### config.mk
export PLATFORM = sky130hd
export DESIGN_NAME = clock_mode_switch_and_reset
export DESIGN_NICKNAME = d
export VERILOG_FILES = /design/src/inc/clock_mode_pkg.sv /design/src/verilog/malfunction_stretch.sv /design/src/verilog/clock_mode_switch_and_reset.sv
export VERILOG_INCLUDE_DIRS = /design/src /design/src/inc
export SDC_FILE = /design/constraint.sdc
export NUM_CORES = 1
export LEC_CHECK = 0
export BUFFER_PORTS_ARGS = -buffer_cell sky130_fd_sc_hd__buf_4
export CORE_UTILIZATION = 25
export CTS_CLUSTER_DIAMETER = 100
export DETAILED_ROUTE_END_ITERATION = 10
export HOLD_SLACK_MARGIN = 0.02
export SLEW_MARGIN = 20
export SYNTH_ARGS = -nofsm -noshare
export SYNTH_HDL_FRONTEND = slang
export SYNTH_SLANG_ARGS = --single-unit
### constraint.sdc
create_clock -name SYS_CLK -period 3 [get_ports SYS_CLK]
set_clock_uncertainty 0.1 [all_clocks]
set_input_delay 0.6 -clock SYS_CLK [delete_from_list [all_inputs] [get_ports SYS_CLK]]
set_output_delay 0.6 -clock SYS_CLK [all_outputs]
set_load 0.02 [all_outputs]
### src/inc/clock_mode_cfg.svh
// Constants for the clock mode switch and reset block
`ifndef CLOCK_MODE_CFG_SVH
`define CLOCK_MODE_CFG_SVH

// APB geometry
`define PADDR_W            12
`define PDATA_W            32

// Register byte offsets
`define OFF_SYS_CTRL       12'h000
`define OFF_TRAP_CTRL      12'h004
`define OFF_MODE_STAT      12'h008
`define OFF_IRQ_STAT       12'h00c
`define OFF_IRQ_EN         12'h010
`define OFF_IRQ_CLR        12'h014
`define OFF_RST_CAUSE      12'h018

// system_control_two field positions
`define BIT_XEN            7
`define BIT_SLOW_OSC_ENABLE           6
`define BIT_SEL            5

// Trap control field positions
`define BIT_TRAP_RAM_AREA_SELECT           0
`define BIT_TRAP_RST       1

// Mode status field positions
`define BIT_CORE_SLOW      0
`define BIT_MODE_LO        1
`define BIT_MODE_HI        2

// Interrupt status bits
`define IRQ_TRAP           0
`define IRQ_TO_SLOW        1
`define IRQ_TO_FAST        2
`define IRQ_W              3

// Reset cause bits
`define CAUSE_PIN          0
`define CAUSE_TRAP         1
`define CAUSE_WDT          2
`define CAUSE_CLK          3
`define CAUSE_W            4

// Reset values
`define XEN_RST            1'b1
`define SLOW_OSC_ENABLE_RST           1'b0
`define SEL_RST            1'b0
`define TRAP_RAM_AREA_SELECT_RST           1'b0
`define TRAP_RST_RST       1'b1
`define IRQ_RST            3'h0
`define CAUSE_RST          4'h0

// Timing: malfunction reset length in fast clock periods
`define SYS_HZ             50000000
`define FC_HZ              50000000
`define MAL_RST_PERIODS    24
`define MAL_RST_CYCLES     ((`MAL_RST_PERIODS * `SYS_HZ) / `FC_HZ)
`define MAL_CNT_W          5

// Fetch address areas
`define SFR_LO             16'h0000
`define SFR_HI             16'h003f
`define RAM_LO             16'h0040
`define RAM_HI             16'h023f
`define DBR_LO             16'h0f80
`define DBR_HI             16'h0fff
`define RESET_VECTOR       16'hfffe

`endif

### src/inc/clock_mode_pkg.sv
// Types shared by the clock mode switch and reset block
`default_nettype none
package clock_mode_pkg;

   // Operating modes of the oscillator pair
   typedef enum logic [1:0] {
      FAST_SINGLE_CLOCK_MODE = 2'b00,
      FAST_DUAL_CLOCK_MODE   = 2'b01,
      SLOW_BOTH_OSC_MODE     = 2'b10,
      SLOW_OSC_ONLY_MODE     = 2'b11
   } osc_mode_e;

   // Core clock switch states
   typedef enum logic [1:0] {
      SW_FAST = 2'b00,
      SW_SLOW = 2'b01,
      SW_SYNC = 2'b10
   } clk_sw_e;

   // Clock control bits of system_control_two
   typedef struct packed {
      logic fast_osc_enable;
      logic slow_osc_enable;
      logic main_clock_select;
   } sys_ctrl_s;

   // APB request from the master
   typedef struct packed {
      logic        psel;
      logic        penable;
      logic        pwrite;
      logic [11:0] paddr;
      logic [31:0] pwdata;
   } apb_req_s;

   // Mode implied by a clock control setting
   function automatic osc_mode_e mode_of(input sys_ctrl_s c);
      if (c.main_clock_select) begin
         mode_of = c.fast_osc_enable ? SLOW_BOTH_OSC_MODE : SLOW_OSC_ONLY_MODE;
      end else begin
         mode_of = c.slow_osc_enable ? FAST_DUAL_CLOCK_MODE : FAST_SINGLE_CLOCK_MODE;
      end
   endfunction

endpackage
`default_nettype wire

### src/verilog/malfunction_stretch.sv
// Stretches a malfunction reset request to a fixed number of fast clock periods
`timescale 1ns/1ps
`default_nettype none
`include "clock_mode_cfg.svh"

module malfunction_stretch (
   input  wire logic clk,
   input  wire logic srst,
   input  wire logic trigger,
   output var  logic active
);

   logic [`MAL_CNT_W-1:0] cnt_r;

   // Load on request and count down; also loaded by the system reset,
   // giving the power-up pulse of the uninitialised malfunction circuit
   always_ff @(posedge clk) begin
      if (srst) begin
         cnt_r <= `MAL_CNT_W'(`MAL_RST_CYCLES);
      end else if (trigger) begin
         cnt_r <= `MAL_CNT_W'(`MAL_RST_CYCLES);
      end else if (cnt_r != '0) begin
         cnt_r <= cnt_r - `MAL_CNT_W'(1);
      end
   end

   // Active while the count runs
   always_ff @(posedge clk) begin
      if (srst) begin
         active <= 1'b1;
      end else begin
         active <= trigger || (cnt_r > `MAL_CNT_W'(1));
      end
   end

endmodule
`default_nettype wire

### src/verilog/clock_mode_switch_and_reset.sv
// Clock mode switch between fast and slow oscillators, and reset generation
//
// Function
// - Fast-to-slow: select slow clock, then stop fast.
// - Reset pin leaves slow mode; restart fast single.
// - Core stays slow until clocks synchronise.
// - Four reset sources; malfunction resets last 24 periods.
// - Malfunction logic may pulse reset at power-up.
// - Reset clears interrupt master, enables and latches.
// - Reset clears prescaler, divider; watchdog stays enabled.
// - Release starts execution at the top vector.
// - Fetch from special, buffer or RAM traps.
// - Trap response selectable: reset or interrupt.
// - Illegal oscillator disable raises system clock reset.
// - Offending write leaves oscillators running.
//
// The register offsets and the APB interface to the registers were chosen for this implementation.
`timescale 1ns/1ps
`default_nettype none
`include "clock_mode_cfg.svh"

module clock_mode_switch_and_reset (
   input  wire logic        SYS_CLK,
   input  wire logic        SRST,
   // APB slave
   input  wire logic        PSEL,
   input  wire logic        PENABLE,
   input  wire logic        PWRITE,
   input  wire logic [11:0] PADDR,
   input  wire logic [31:0] PWDATA,
   output var  logic [31:0] PRDATA,
   output var  logic        PREADY,
   output var  logic        PSLVERR,
   // Reset pin, open drain
   input  wire logic        RESET_N_IN,
   output var  logic        RESET_N_OUT,
   output var  logic        RESET_N_OE,
   // Core and neighbours
   input  wire logic        FETCH_VALID,
   input  wire logic [15:0] FETCH_ADDR,
   input  wire logic        WDT_RESET_REQ,
   input  wire logic        CLK_SYNC_TICK,
   output var  logic        FAST_OSC_EN,
   output var  logic        SLOW_OSC_EN,
   output var  logic        CORE_CLK_SLOW,
   output var  logic [1:0]  OSC_MODE,
   output var  logic        CORE_RESET,
   output var  logic        INT_STATE_CLEAR,
   output var  logic        PRESCALER_CLEAR,
   output var  logic        WDT_FORCE_ENABLE,
   output var  logic        VECTOR_FETCH,
   output var  logic [15:0] VECTOR_ADDR,
   output var  logic        TRAP_INT,
   output var  logic        IRQ
);

   clock_mode_pkg::apb_req_s  req;
   clock_mode_pkg::sys_ctrl_s ctrl_r;
   clock_mode_pkg::sys_ctrl_s ctrl_nxt;
   clock_mode_pkg::clk_sw_e   sw_r;
   clock_mode_pkg::clk_sw_e   sw_nxt;

   logic                 trap_ram_area_select_r;
   logic                 trap_to_reset_r;
   logic [`IRQ_W-1:0]    irq_stat_r;
   logic [`IRQ_W-1:0]    irq_en_r;
   logic [`IRQ_W-1:0]    irq_set;
   logic [`IRQ_W-1:0]    irq_clr;
   logic [`CAUSE_W-1:0]  cause_r;
   logic [`CAUSE_W-1:0]  cause_set;
   logic [`CAUSE_W-1:0]  cause_clr;
   logic                 wr_en;
   logic                 rd_setup;
   logic                 addr_ok;
   logic                 wr_ctrl;
   logic                 clk_fault;
   logic                 trap_hit;
   logic                 trap_reset;
   logic                 mal_trigger;
   logic                 mal_active;
   logic                 pin_low;
   logic                 rst_int;
   logic                 rst_any;

   // Address inside an inclusive window
   function automatic logic in_area(input logic [15:0] a,
                                    input logic [15:0] lo,
                                    input logic [15:0] hi);
      in_area = (a >= lo) && (a <= hi);
   endfunction
   // Offset belongs to the register map
   function automatic logic mapped(input logic [11:0] a);
      mapped = (a == `OFF_SYS_CTRL) || (a == `OFF_TRAP_CTRL) ||
               (a == `OFF_MODE_STAT) || (a == `OFF_IRQ_STAT) ||
               (a == `OFF_IRQ_EN) || (a == `OFF_IRQ_CLR) ||
               (a == `OFF_RST_CAUSE);
   endfunction

   // Gather the bus request into one word
   assign req = '{psel: PSEL, penable: PENABLE, pwrite: PWRITE, paddr: PADDR, pwdata: PWDATA};
   // Bus phases; the slave answers with no wait states
   assign PREADY   = 1'b1;
   assign addr_ok  = mapped(req.paddr);
   assign wr_en    = req.psel && req.penable && req.pwrite && addr_ok;
   assign rd_setup = req.psel && !req.penable && !req.pwrite;
   assign PSLVERR  = req.psel && req.penable && !addr_ok;
   assign wr_ctrl  = wr_en && (req.paddr == `OFF_SYS_CTRL);
   // Proposed clock control after a write
   always_comb begin
      ctrl_nxt = ctrl_r;
      if (wr_ctrl) begin
         ctrl_nxt.fast_osc_enable   = req.pwdata[`BIT_XEN];
         ctrl_nxt.slow_osc_enable   = req.pwdata[`BIT_SLOW_OSC_ENABLE];
         ctrl_nxt.main_clock_select = req.pwdata[`BIT_SEL];
      end
   end
   // A write that would stop the oscillator the core needs
   assign clk_fault = wr_ctrl &&
      ((!ctrl_nxt.fast_osc_enable && !ctrl_nxt.slow_osc_enable) ||
       (!ctrl_nxt.fast_osc_enable && !ctrl_nxt.main_clock_select) ||
       (!ctrl_nxt.slow_osc_enable && ctrl_nxt.main_clock_select));
   // Instruction fetch into a forbidden area
   assign trap_hit = FETCH_VALID &&
      (in_area(FETCH_ADDR, `SFR_LO, `SFR_HI) ||
       in_area(FETCH_ADDR, `DBR_LO, `DBR_HI) ||
       (trap_ram_area_select_r && in_area(FETCH_ADDR, `RAM_LO, `RAM_HI)));
   assign trap_reset = trap_hit && trap_to_reset_r;
   // Malfunction reset sources
   assign mal_trigger = trap_reset || WDT_RESET_REQ || clk_fault;

   malfunction_stretch u_stretch (
      .clk     (SYS_CLK),
      .srst    (SRST),
      .trigger (mal_trigger),
      .active  (mal_active)
   );
   // Pin is pulled low while a malfunction reset runs
   assign RESET_N_OUT = 1'b0;
   assign RESET_N_OE  = mal_active;
   // Internal reset from the pin or a malfunction
   assign pin_low = !RESET_N_IN;
   assign rst_int = pin_low || mal_active;
   assign rst_any = SRST || rst_int;

   // Clock control; an illegal write is dropped so the oscillator enables keep their values
   always_ff @(posedge SYS_CLK) begin
      if (rst_any) begin
         ctrl_r.fast_osc_enable   <= `XEN_RST;
         ctrl_r.slow_osc_enable   <= `SLOW_OSC_ENABLE_RST;
         ctrl_r.main_clock_select <= `SEL_RST;
      end else if (wr_ctrl && !clk_fault) begin
         ctrl_r <= ctrl_nxt;
      end
   end

   // Core clock switch: slow at once, back to fast only on a sync tick
   always_comb begin
      sw_nxt = sw_r;
      unique case (sw_r)
         clock_mode_pkg::SW_FAST: begin
            if (ctrl_r.main_clock_select) begin
               sw_nxt = clock_mode_pkg::SW_SLOW;
            end
         end
         clock_mode_pkg::SW_SLOW: begin
            if (!ctrl_r.main_clock_select) begin
               sw_nxt = clock_mode_pkg::SW_SYNC;
            end
         end
         clock_mode_pkg::SW_SYNC: begin
            if (ctrl_r.main_clock_select) begin
               sw_nxt = clock_mode_pkg::SW_SLOW;
            end else if (CLK_SYNC_TICK) begin
               sw_nxt = clock_mode_pkg::SW_FAST;
            end
         end
         default: begin
            sw_nxt = clock_mode_pkg::SW_FAST;
         end
      endcase
   end
   // Switch state register
   always_ff @(posedge SYS_CLK) begin
      if (rst_any) begin
         sw_r <= clock_mode_pkg::SW_FAST;
      end else begin
         sw_r <= sw_nxt;
      end
   end

   // Clock outputs
   always_ff @(posedge SYS_CLK) begin
      if (rst_any) begin
         FAST_OSC_EN   <= `XEN_RST;
         SLOW_OSC_EN   <= `SLOW_OSC_ENABLE_RST;
         CORE_CLK_SLOW <= 1'b0;
         OSC_MODE      <= clock_mode_pkg::FAST_SINGLE_CLOCK_MODE;
      end else begin
         FAST_OSC_EN   <= ctrl_r.fast_osc_enable;
         SLOW_OSC_EN   <= ctrl_r.slow_osc_enable;
         CORE_CLK_SLOW <= (sw_nxt != clock_mode_pkg::SW_FAST);
         OSC_MODE      <= clock_mode_pkg::mode_of(ctrl_r);
      end
   end

   // Trap configuration
   always_ff @(posedge SYS_CLK) begin
      if (rst_any) begin
         trap_ram_area_select_r          <= `TRAP_RAM_AREA_SELECT_RST;
         trap_to_reset_r <= `TRAP_RST_RST;
      end else if (wr_en && (req.paddr == `OFF_TRAP_CTRL)) begin
         trap_ram_area_select_r          <= req.pwdata[`BIT_TRAP_RAM_AREA_SELECT];
         trap_to_reset_r <= req.pwdata[`BIT_TRAP_RST];
      end
   end
   // Trap interrupt pulse when the trap is set to interrupt
   always_ff @(posedge SYS_CLK) begin
      if (rst_any) begin
         TRAP_INT <= 1'b0;
      end else begin
         TRAP_INT <= trap_hit && !trap_to_reset_r;
      end
   end

   // Interrupt events and software clears
   assign irq_set[`IRQ_TRAP]    = trap_hit && !trap_to_reset_r;
   assign irq_set[`IRQ_TO_SLOW] = (sw_r == clock_mode_pkg::SW_FAST) &&
                                  (sw_nxt == clock_mode_pkg::SW_SLOW);
   assign irq_set[`IRQ_TO_FAST] = (sw_r == clock_mode_pkg::SW_SYNC) &&
                                  (sw_nxt == clock_mode_pkg::SW_FAST);
   assign irq_clr = (wr_en && (req.paddr == `OFF_IRQ_CLR)) ?
                    req.pwdata[`IRQ_W-1:0] : '0;
   // Sticky status; a new event beats a clear in the same cycle
   always_ff @(posedge SYS_CLK) begin
      if (rst_any) begin
         irq_stat_r <= `IRQ_RST;
      end else begin
         irq_stat_r <= (irq_stat_r & ~irq_clr) | irq_set;
      end
   end
   // Interrupt enables
   always_ff @(posedge SYS_CLK) begin
      if (rst_any) begin
         irq_en_r <= `IRQ_RST;
      end else if (wr_en && (req.paddr == `OFF_IRQ_EN)) begin
         irq_en_r <= req.pwdata[`IRQ_W-1:0];
      end
   end
   // Level interrupt output
   always_ff @(posedge SYS_CLK) begin
      if (rst_any) begin
         IRQ <= 1'b0;
      end else begin
         IRQ <= |(irq_stat_r & irq_en_r);
      end
   end

   // Reset cause events; kept across internal resets for software
   assign cause_set[`CAUSE_PIN]  = pin_low && !mal_active;
   assign cause_set[`CAUSE_TRAP] = trap_reset;
   assign cause_set[`CAUSE_WDT]  = WDT_RESET_REQ;
   assign cause_set[`CAUSE_CLK]  = clk_fault;
   assign cause_clr = (wr_en && (req.paddr == `OFF_RST_CAUSE)) ?
                      req.pwdata[`CAUSE_W-1:0] : '0;
   // Cause register, write one to clear, set wins
   always_ff @(posedge SYS_CLK) begin
      if (SRST) begin
         cause_r <= `CAUSE_RST;
      end else begin
         cause_r <= (cause_r & ~cause_clr) | cause_set;
      end
   end

   // Reset effects seen by the core and neighbours
   always_ff @(posedge SYS_CLK) begin
      if (SRST) begin
         CORE_RESET       <= 1'b1;
         INT_STATE_CLEAR  <= 1'b1;
         PRESCALER_CLEAR  <= 1'b1;
         WDT_FORCE_ENABLE <= 1'b1;
      end else begin
         CORE_RESET       <= rst_int;
         INT_STATE_CLEAR  <= rst_int;
         PRESCALER_CLEAR  <= rst_int;
         WDT_FORCE_ENABLE <= rst_int;
      end
   end
   // Vector fetch pulse at reset release
   always_ff @(posedge SYS_CLK) begin
      if (SRST) begin
         VECTOR_FETCH <= 1'b0;
         VECTOR_ADDR  <= `RESET_VECTOR;
      end else begin
         VECTOR_FETCH <= CORE_RESET && !rst_int;
         VECTOR_ADDR  <= `RESET_VECTOR;
      end
   end

   // Read data captured in the setup phase
   always_ff @(posedge SYS_CLK) begin
      if (SRST) begin
         PRDATA <= '0;
      end else if (rd_setup) begin
         PRDATA <= '0;
         unique case (req.paddr)
            `OFF_SYS_CTRL: begin
               PRDATA[`BIT_XEN]  <= ctrl_r.fast_osc_enable;
               PRDATA[`BIT_SLOW_OSC_ENABLE] <= ctrl_r.slow_osc_enable;
               PRDATA[`BIT_SEL]  <= ctrl_r.main_clock_select;
            end
            `OFF_TRAP_CTRL: begin
               PRDATA[`BIT_TRAP_RAM_AREA_SELECT]     <= trap_ram_area_select_r;
               PRDATA[`BIT_TRAP_RST] <= trap_to_reset_r;
            end
            `OFF_MODE_STAT: begin
               PRDATA[`BIT_CORE_SLOW]            <= (sw_r != clock_mode_pkg::SW_FAST);
               PRDATA[`BIT_MODE_HI:`BIT_MODE_LO] <= clock_mode_pkg::mode_of(ctrl_r);
            end
            `OFF_IRQ_STAT: begin
               PRDATA[`IRQ_W-1:0] <= irq_stat_r;
            end
            `OFF_IRQ_EN: begin
               PRDATA[`IRQ_W-1:0] <= irq_en_r;
            end
            `OFF_RST_CAUSE: begin
               PRDATA[`CAUSE_W-1:0] <= cause_r;
            end
            default: begin
               PRDATA <= '0; // Clear register and unmapped offsets read zero
            end
         endcase
      end
   end

endmodule
`default_nettype wire

==> results of run 1 <==
sequential cells by signal (all words and copies together) (netlist names):
register,cells
CORE_CLK_SLOW,1
FAST_OSC_EN,1
IRQ,1
OSC_MODE,2
PRDATA,7
SLOW_OSC_EN,1
TRAP_INT,1
VECTOR_FETCH,1
WDT_FORCE_ENABLE,1
cause_r,4
ctrl_r,3
irq_en_r,3
irq_stat_r,3
sw_r,2
trap_ram_area_select_r,1
trap_to_reset_r,1
u_stretch.active,1
u_stretch.cnt_r,5
cell usage after synthesis, types with 4 or more instances:
cell / instances
buf_4: 46
inv_1: 11
or4_1: 5
o31ai_1: 9
nand2_1: 9
a21oi_1: 19
clkbuf_1: 12
o21ai_0: 10
nand4_1: 7
nand3_1: 7
or3_1: 4
dfxtp_1: 39
nor2_1: 21
nor4_1: 8
nor3_1: 7
kinds of logic (layout without fill, tap and decap cells):
group,count (synthesis),after routing
AND/OR/NAND/NOR,91,91
AO/OA/AOI/OAI,58,58
buffers and inverters,71,80
XOR/XNOR,2,2
multiplexers,3,3
other,2,43
adder cells (fa/ha/maj),3,3
flip-flops,39,39
area by class of cell:
type | count | area share, %
clock buffer | 6 | 2.74
tap | 105 | 4.97
sequential | 39 | 29.5
multi-input combinational | 200 | 43.3
inverter | 11 | 1.56
timing repair buffer | 63 | 17.9
power groups by stage:
stage	Sequential, mW	Clock, mW	Combinational, mW
floorplan	0.544	0	0.139
global placement	0.542	0	0.157
detailed placement	0.542	0	0.160
CTS	0.530	0.346	0.160
global route	0.531	0.367	0.178
finish	0.530	0.336	0.161
layer usage:
metal / wire length, µm / vias up
li1: - / 978
met3: 381 / 8
met1: 2480 / 913
met2: 2790 / 83
met4: 72 / 0
met5: 0 / -
worst min-delay path, cell delays in order (launching register included):
cell,delay (ns)
dfxtp_1,0.32
nand2_1,0.05
a21oi_1,0.05
worst max path at each step:
stage | end | slack (ns) | cells after the start
6_report | PSLVERR | 0.46 | 5
5_1_grt | u_stretch.cnt_r[2] | 0.35 | 5
4_1_cts | PSLVERR | 0.45 | 5
3_5_place_dp | u_stretch.cnt_r[2] | 0.18 | 5
3_3_place_gp | u_stretch.cnt_r[2] | 0.21 | 5
2_1_floorplan | ctrl_r[1] | 0.44 | 6
metrics by stage:
stage          area, µm²  util [%]
5_1_grt             2640      31.5
3_5_place_dp        2570      30.7
2_1_floorplan       2370         -
6_report            2640      31.5
4_1_cts             2640      31.5
3_3_place_gp        2570      30.7
==> results.cfg, run 1 <==
[run_status]
run_status = finished, final reports clean

[hold_path]
min_from = PRDATA[3]
hold_path_class = flip-flop to flip-flop
hold_path_depth = 2
min_to = PRDATA[3]

[cts]
htreeDepth = 2
path_clk_slew_ns = 0.07
cts_tree = done
cts.sinks = 39
ctsLongestPathBuffers = 2
cts_resized = 0
numCtsBuffers = 5
post_cts_buffers = 0
ctsRootBufferMaster = clkbuf_8
clkLatencyLatePin_ns = 0.30
hold_buffers = 0

[worst_setup_path]
rr_worst_depth = 5
cp_slowest_stage_delay_ns = 0.66
rr_startpoint = u_stretch.cnt_r[0]
critical_path_class = input port to output pin
path_delay_family = simple AND/OR/NAND/NOR gates
cp_slowest_cell = or4_1
r2r_setup_slack_ns = 1.20
cp.arrival_ns = 1.84
path_max_fanout = 7
path_buf_inv = 2
worst_setup_path_start_kind = input port
critPathRequiredTime_ns = 2.30
reg2reg_to = u_stretch.cnt_r[1]
cp_cell_sequence = buf_4, or4_1, nor2_1, a31oi_1, buf_4
crit_top_cell = buf_4
cp-end-kind = output pin
critPathLaunch = PADDR[9]

[final_layout]
antennaDiodeCount = 0
instances_no_fill = 424
mostFrequentLayoutCells = buf_4, conb_1, dfxtp_1
final_common_cell = buf_4
syn_to_final_growth_pct = 19.4
nets = 392
drive_above_1_share_pct = 22.9
regArea_um2 = 781
multiInputGateArea_um2 = 1140
fill_cells = 885

[run]
cap_viol_max_count = 0

[global_routing]
grt.met2_usage_pct = 21.3
grtUsageMet1_pct = 15.9
grt_pass1_wl_mm = 8.76
grt_max_degree = 15
grt-ovfl-total = 0
met3_usage_pct = 2.69
grt-busiest-layer = met2
track_usage_pct = 12.8
antenna_found_initial = 0
grt_pass1_vias = 1725

[power_and_ir_drop]
power_mw = 1.03
p_int_mw = 0.737
p_seq_share_pct = 51.6
switching_share_pct = 28.2
pwr-share-clk_pct = 32.7
power.switching_mw = 0.290
power_frac_comb_pct = 15.7
p_leak_nw = 1.08
p_per_area_nw_per_um2 = 389
ir_drop_uv = 149

[timing]
fin_tns_setup_ns = 0
grt_setup_unrepaired = false
worst_slack_ns = 0.461
whs_ns = 0.365
setup_viol = 0
fmax_ghz = 0.394
slew_headroom_pct = 51.5
period_needed_ns = 2.54
worstMarginPinSlew_ns = 0.718
finalCritPeriodShare_pct = 84.6
slew_violations = 0
hold_violations = 0

[synth]
synth_mux_area_share_pct = 1.36
synthXorXnorAreaFrac_pct = 0.791
synth_cell_types = 47
synth_top_area_cell = dfxtp_1
synth_top_family_by_area = simple AND/OR/NAND/NOR gates
async_flop_share_pct = 0
synthAdderAreaFrac_pct = 1.70
netlist_top_cells_area = dfxtp_1, buf_4, a21oi_1
synth-seq-cells = 39
yosys_warnings = 0
synth-edff-count = 0
synth_compound_area_share_pct = 17.1
synth-main-ff-cell = dfxtp_1
synth_simple_gate_area_share_pct = 23.5
ys_seq_area_share_pct = 35.3
syn_area_per_cell_um2 = 8.23
syn_area_um2 = 2210
synth_top_area_share_pct = 35.3
syn_inst = 269

[detailed_routing]
drt_iter0_drc = 163
drt.antenna.violating_nets = 0
drc = 0
firstDrtPassIters = 7
routed_wl_mm = 5.73
viasPerCell = 4.67
avgRoutedWirePerCell_um = 13.5
via_count = 1982

[placement]
dpl_worst_slack_ns = 0.184
dp_cells = 418
hpwl_mm = 4.45
portBuffers = 58
gp_congestion = 0.846

[floorplan]
design.die.area_um2 = 9230
core_area_um2 = 8380
io_pins = 133
die_x_um = 96.1
rows = 33
die_h_um = 96.1
start_util_pct = 26.4
(Power assumes the default switching activity.)
==> inputs of run 2 (changes only) <==
Settings changed: ABC_AREA set to 1.
Clock period 3 ns to 2.5 ns, I/O delays scaled along.
==> results.cfg, run 2 <==
[placement]
gp_congestion = 0.844
hpwl_mm = 4.59
portBuffers = 58

[worst_setup_path]
cp.arrival_ns = 1.49
reg2reg_to = u_stretch.cnt_r[1]
rr_worst_depth = 7
critical_path_class = input port to output pin
path_max_fanout = 8
rr_startpoint = u_stretch.cnt_r[0]
critPathRequiredTime_ns = 1.90
r2r_setup_slack_ns = 0.93
cp-end-kind = output pin
worst_setup_path_start_kind = input port

[synth]
synth_top_area_share_pct = 32.0
async_flop_share_pct = 0
synthTopCellsByCount = nand2_1, buf_4, dfxtp_1
synth-main-ff-cell = dfxtp_1
syn_inst = 329
yosysMostFrequentCell = nand2_1
syn_area_um2 = 2440
yosys_warnings = 0
synth_top_area_cell = dfxtp_1
synth-seq-cells = 39
netlist_top_cells_area = dfxtp_1, buf_4, nand2_1
ys_seq_area_share_pct = 32.0
synth-edff-count = 0
synth_cell_types = 40
syn_area_per_cell_um2 = 7.42

[timing]
fin_tns_setup_ns = 0
whs_ns = 0.289
period_needed_ns = 2.09
slew_violations = 0
grt_setup_unrepaired = false
setup_viol = 0
hold_violations = 0
finalCritPeriodShare_pct = 83.8
fmax_ghz = 0.477

[hold_path]
hold_path_class = input port to flip-flop
min_from = SRST
min_to = cause_r[3]
hold_path_depth = 2

[detailed_routing]
avgRoutedWirePerCell_um = 10.9
firstDrtPassIters = 4
via_count = 2135
drc = 0
routed_wl_mm = 5.65
drt.antenna.violating_nets = 0
drt_iter0_drc = 88
viasPerCell = 4.13

[cts]
numCtsBuffers = 5
path_clk_slew_ns = 0.08
htreeDepth = 2
ctsLongestPathBuffers = 2
cts_tree = done
post_cts_buffers = 0
ctsRootBufferMaster = clkbuf_8
cts_resized = 0
hold_buffers = 0
cts.sinks = 39
clkLatencyLatePin_ns = 0.30

[floorplan]
die_h_um = 101
design.die.area_um2 = 10200
rows = 35
die_x_um = 101
io_pins = 133
core_area_um2 = 9330
start_util_pct = 26.2

[power_and_ir_drop]
p_leak_nw = 1.35
ir_drop_uv = 184
p_per_area_nw_per_um2 = 434

[final_layout]
final_common_cell = buf_4
largest_register_ffs = 7
nets = 459
regMostFlops = PRDATA
fill_cells = 997
drive_above_1_share_pct = 27.6
antennaDiodeCount = 0
regArea_um2 = 781
syn_to_final_growth_pct = 20.0
top_regs = PRDATA x7, u_stretch.cnt_r x5, cause_r x4
multiInputGateArea_um2 = 1280
mostFrequentLayoutCells = buf_4, nand2_1, conb_1

[global_routing]
grt-ovfl-total = 0
track_usage_pct = 11.5
antenna_found_initial = 0
grt_pass1_vias = 2022
grt_pass1_wl_mm = 9.11
grt_max_degree = 13

[run_status]
run_status = finished, final reports clean

[run]
cap_viol_max_count = 0
## run 2: cell count changes in the layout (fill, tap and decap cells not counted), sizes merged, moves of 4 or more
cell	delta
nor4	-8
nand3	+10
nand2	+56
nor2	+9
nand4	+4
or3	-4
or4	-5
o21ai	+16
inv	+32
o31ai	-8
## run 2: critical path, stage by stage
cell,delay [ns]
buf_4,0.12
nor2_4,0.14
nand2_2,0.08
inv_2,0.07
nand2_1,0.10
nand2_2,0.10
nand2_4,0.08
nand2_8,0.11
nor3_1,0.05
buf_4,0.15
## run 2: worst max-delay path by stage
stage,startpoint,to,slack (ns),cells past startpoint
after detailed placement,PADDR[11],cause_r[2],0.35,11
after global placement,PADDR[11],cause_r[2],0.35,11
after floorplan,PADDR[6],PSLVERR,0.43,8
final,PADDR[11],PSLVERR,0.41,10
after CTS,PADDR[11],PSLVERR,0.40,10
after global routing,PADDR[6],PSLVERR,0.28,10
## run 2: routing by layer
metal	global-route usage [%]	vias up	wire length (µm)
li1	-	1087	-
met1	13.2	969	2390
met2	20.3	71	2830
met3	3.26	8	360
met4	4.24	0	72
met5	0	-	0
## run 2: cell type report
cell class,count,share of cell area [%]
flip-flops and latches,39,26.7
multi-input cells,237,43.8
inverters,44,5.72
clock inverters,2,0.427
clock buffers,6,2.48
repair buffers,60,15.4
well taps,129,5.51
## run 2: cells by family (layout without fill, tap and decap cells)
family,count (synthesis),in the layout,synth area share [%]
AO/OA/AOI/OAI,53,53,12.6
XOR/XNOR,2,2,0.718
adder cells (fa/ha/maj),3,3,1.54
buffers and inverters,94,112,21.7
flip-flops,39,39,32.0
other,2,43,0.308
AND/OR/NAND/NOR,136,136,31.2
## run 2: where the power goes
group	total [mW]	internal, mW	switching (mW)
combinational	0.203	0.0711	0.132
clock	0.428	0.195	0.233
sequential	0.641	0.632	0.00861
total	1.27	0.898	0.373
## run 2: per-stage QoR
stage	instances	instance area [µm²]	util (%)	total power [mW]	worst slack, ns
2_1_floorplan	370	2590	-	0.830	0.435
3_3_place_gp	509	2840	30.5	0.855	0.353
3_5_place_dp	509	2840	30.5	0.858	0.354
4_1_cts	517	2930	31.4	1.28	0.396
5_1_grt	517	2930	31.4	1.34	0.276
6_report	517	2930	31.4	1.27	0.406
==> inputs of run 3 (changes only) <==
Clock period 2.5 ns to 1.7 ns, I/O delays scaled along.
==> results.cfg, run 3 (synthesis gave the netlist of run 2 again) <==
[global_routing]
grt-ovfl-total = 0
grt_pass1_wl_mm = 9.58
track_usage_pct = 12.1
grt_max_degree = 15
grt_pass1_vias = 2159
antenna_found_initial = 0

[timing]
finalCritPeriodShare_pct = 102
worst_slack_ns = -0.0394
grt_setup_unrepaired = true
period_needed_ns = 1.74
hold_violations = 0
setup_viol = 1
fmax_ghz = 0.575
slew_violations = 0

[final_layout]
regMostFlops = PRDATA
nets = 489
final_common_cell = buf_4
fill_cells = 976
post-route-util_pct = 35.9
largest_register_ffs = 7
top_regs = PRDATA x7, u_stretch.cnt_r x5, cause_r x4
syn_to_final_growth_pct = 37.2
drive_above_1_share_pct = 37.8
antennaDiodeCount = 0
mostFrequentLayoutCells = buf_4, conb_1, nand2_1
instances_no_fill = 547

[detailed_routing]
drt_iter0_drc = 72
via_count = 2251
drt-met1-wl_mm = 2.48
drc = 0
viasPerCell = 4.12
firstDrtPassIters = 4
avgRoutedWirePerCell_um = 11.0
drt.antenna.violating_nets = 0
met3_wirelength_um = 329
wl_met2_mm = 3.13
routed_wl_mm = 6.03
top_layer = met4

[cts]
cts.sinks = 39
ctsLongestPathBuffers = 2
hold_buffers = 0
cts_tree = done
clkLatencyLatePin_ns = 0.30
ctsRootBufferMaster = clkbuf_8
path_clk_slew_ns = 0.07
htreeDepth = 2
numCtsBuffers = 5

[power_and_ir_drop]
power.switching_mw = 0.567
switching_share_pct = 27.6
p_seq_share_pct = 45.8
p_per_area_nw_per_um2 = 614
ir_drop_uv = 341
power_mw = 2.06
pwr-share-clk_pct = 38.4
p_leak_nw = 1.57
power_frac_comb_pct = 15.8
p_int_mw = 1.49

[worst_setup_path]
cp_cell_sequence = buf_6, nor2_4, nand2_2, inv_2, nand3_2, nand2_2, inv_4, nand2_8, buf_6, nor3_2, buf_4
cp.arrival_ns = 1.30
critPathRequiredTime_ns = 1.26
critical_path_class = input port to output pin
path_max_fanout = 3
rr_worst_depth = 7
cp_slowest_cell = buf_4
cp_slowest_stage_delay_ns = 0.15
worst_setup_path_start_kind = input port
cp-end-kind = output pin

[floorplan]
start_util_pct = 26.2
die_x_um = 101
design.die.area_um2 = 10200
rows = 35
die_h_um = 101
core_area_um2 = 9330
io_pins = 133

[placement]
portBuffers = 58
dpl_worst_slack_ns = -0.244
gp_congestion = 0.807
hpwl_mm = 4.71
dp_cells = 531

[run_status]
violations = negative setup slack
run_status = complete, but fails checks

[run]
cap_viol_max_count = 0

[hold_path]
hold_path_depth = 2
hold_path_class = input port to flip-flop
[run 3: cell count changes in the layout (fill, tap and decap cells not counted), sizes merged]
cell	delta
clkinvlp	-1
buf	+30
clkinv	+1
bufinv	+1
clkbuf	-1
[run 3: repair_timing]
item,CTS,global route
pin swaps,12,8
buffers inserted,7,1
setup endpoints to repair,1,23
endpoints found under the hold margin,0,0
resized for setup,14,35
[run 3: through the flow]
step / TNS, ns / instance area, µm² / hold WS [ns]
after floorplan: 0 / 2600 / 0.302
after global placement: -3.65 / 3010 / 0.350
after detailed placement: -4.16 / 3010 / 0.360
after CTS: -0.0185 / 3230 / 0.127
after global routing: -1.06 / 3350 / 0.127
final: -0.0394 / 3350 / 0.131
[run 3: layout make-up]
cell class                 instances  area (µm²)  area share, %
clock buffer                       5        68.8           2.06
timing repair buffer              90         724           21.6
multi-input combinational        237        1400           41.9
inverter                          44         168           5.01
clock inverter                     3        43.8           1.31
sequential                        39         781           23.3
tap                              129         161           4.82
[run 3: power by group through the flow]
| stage | clock network [mW] | logic, mW | registers, mW |
|---|---|---|---|
| after floorplan | 0 | 0.252 | 0.970 |
| after global placement | 0 | 0.305 | 0.964 |
| after detailed placement | 0 | 0.310 | 0.964 |
| after CTS | 0.795 | 0.323 | 0.942 |
| after global routing | 0.834 | 0.357 | 0.945 |
| final | 0.789 | 0.325 | 0.942 |
[run 3: worst paths after layout]
path | slack, ns | from | to
worst max-delay path | -0.04 | PADDR[11] | PSLVERR
worst min-delay path | 0.13 | SRST | cause_r[3]
worst max register to register | 0.19 | u_stretch.cnt_r[0] | u_stretch.cnt_r[1]
worst min register to register | 0.37 | cause_r[0] | cause_r[0]
[run 3: critical path: cells and delay by family]
kind          cells  cell delay [ns]
buf+inv           5             0.47
simple gates      6             0.49
[run 3: layer usage]
layer  vias up  track usage, %
li1       1148               -
met1      1027            13.4
met2        66            22.5
met3        10            3.12
met4         0            3.79
met5         -               0
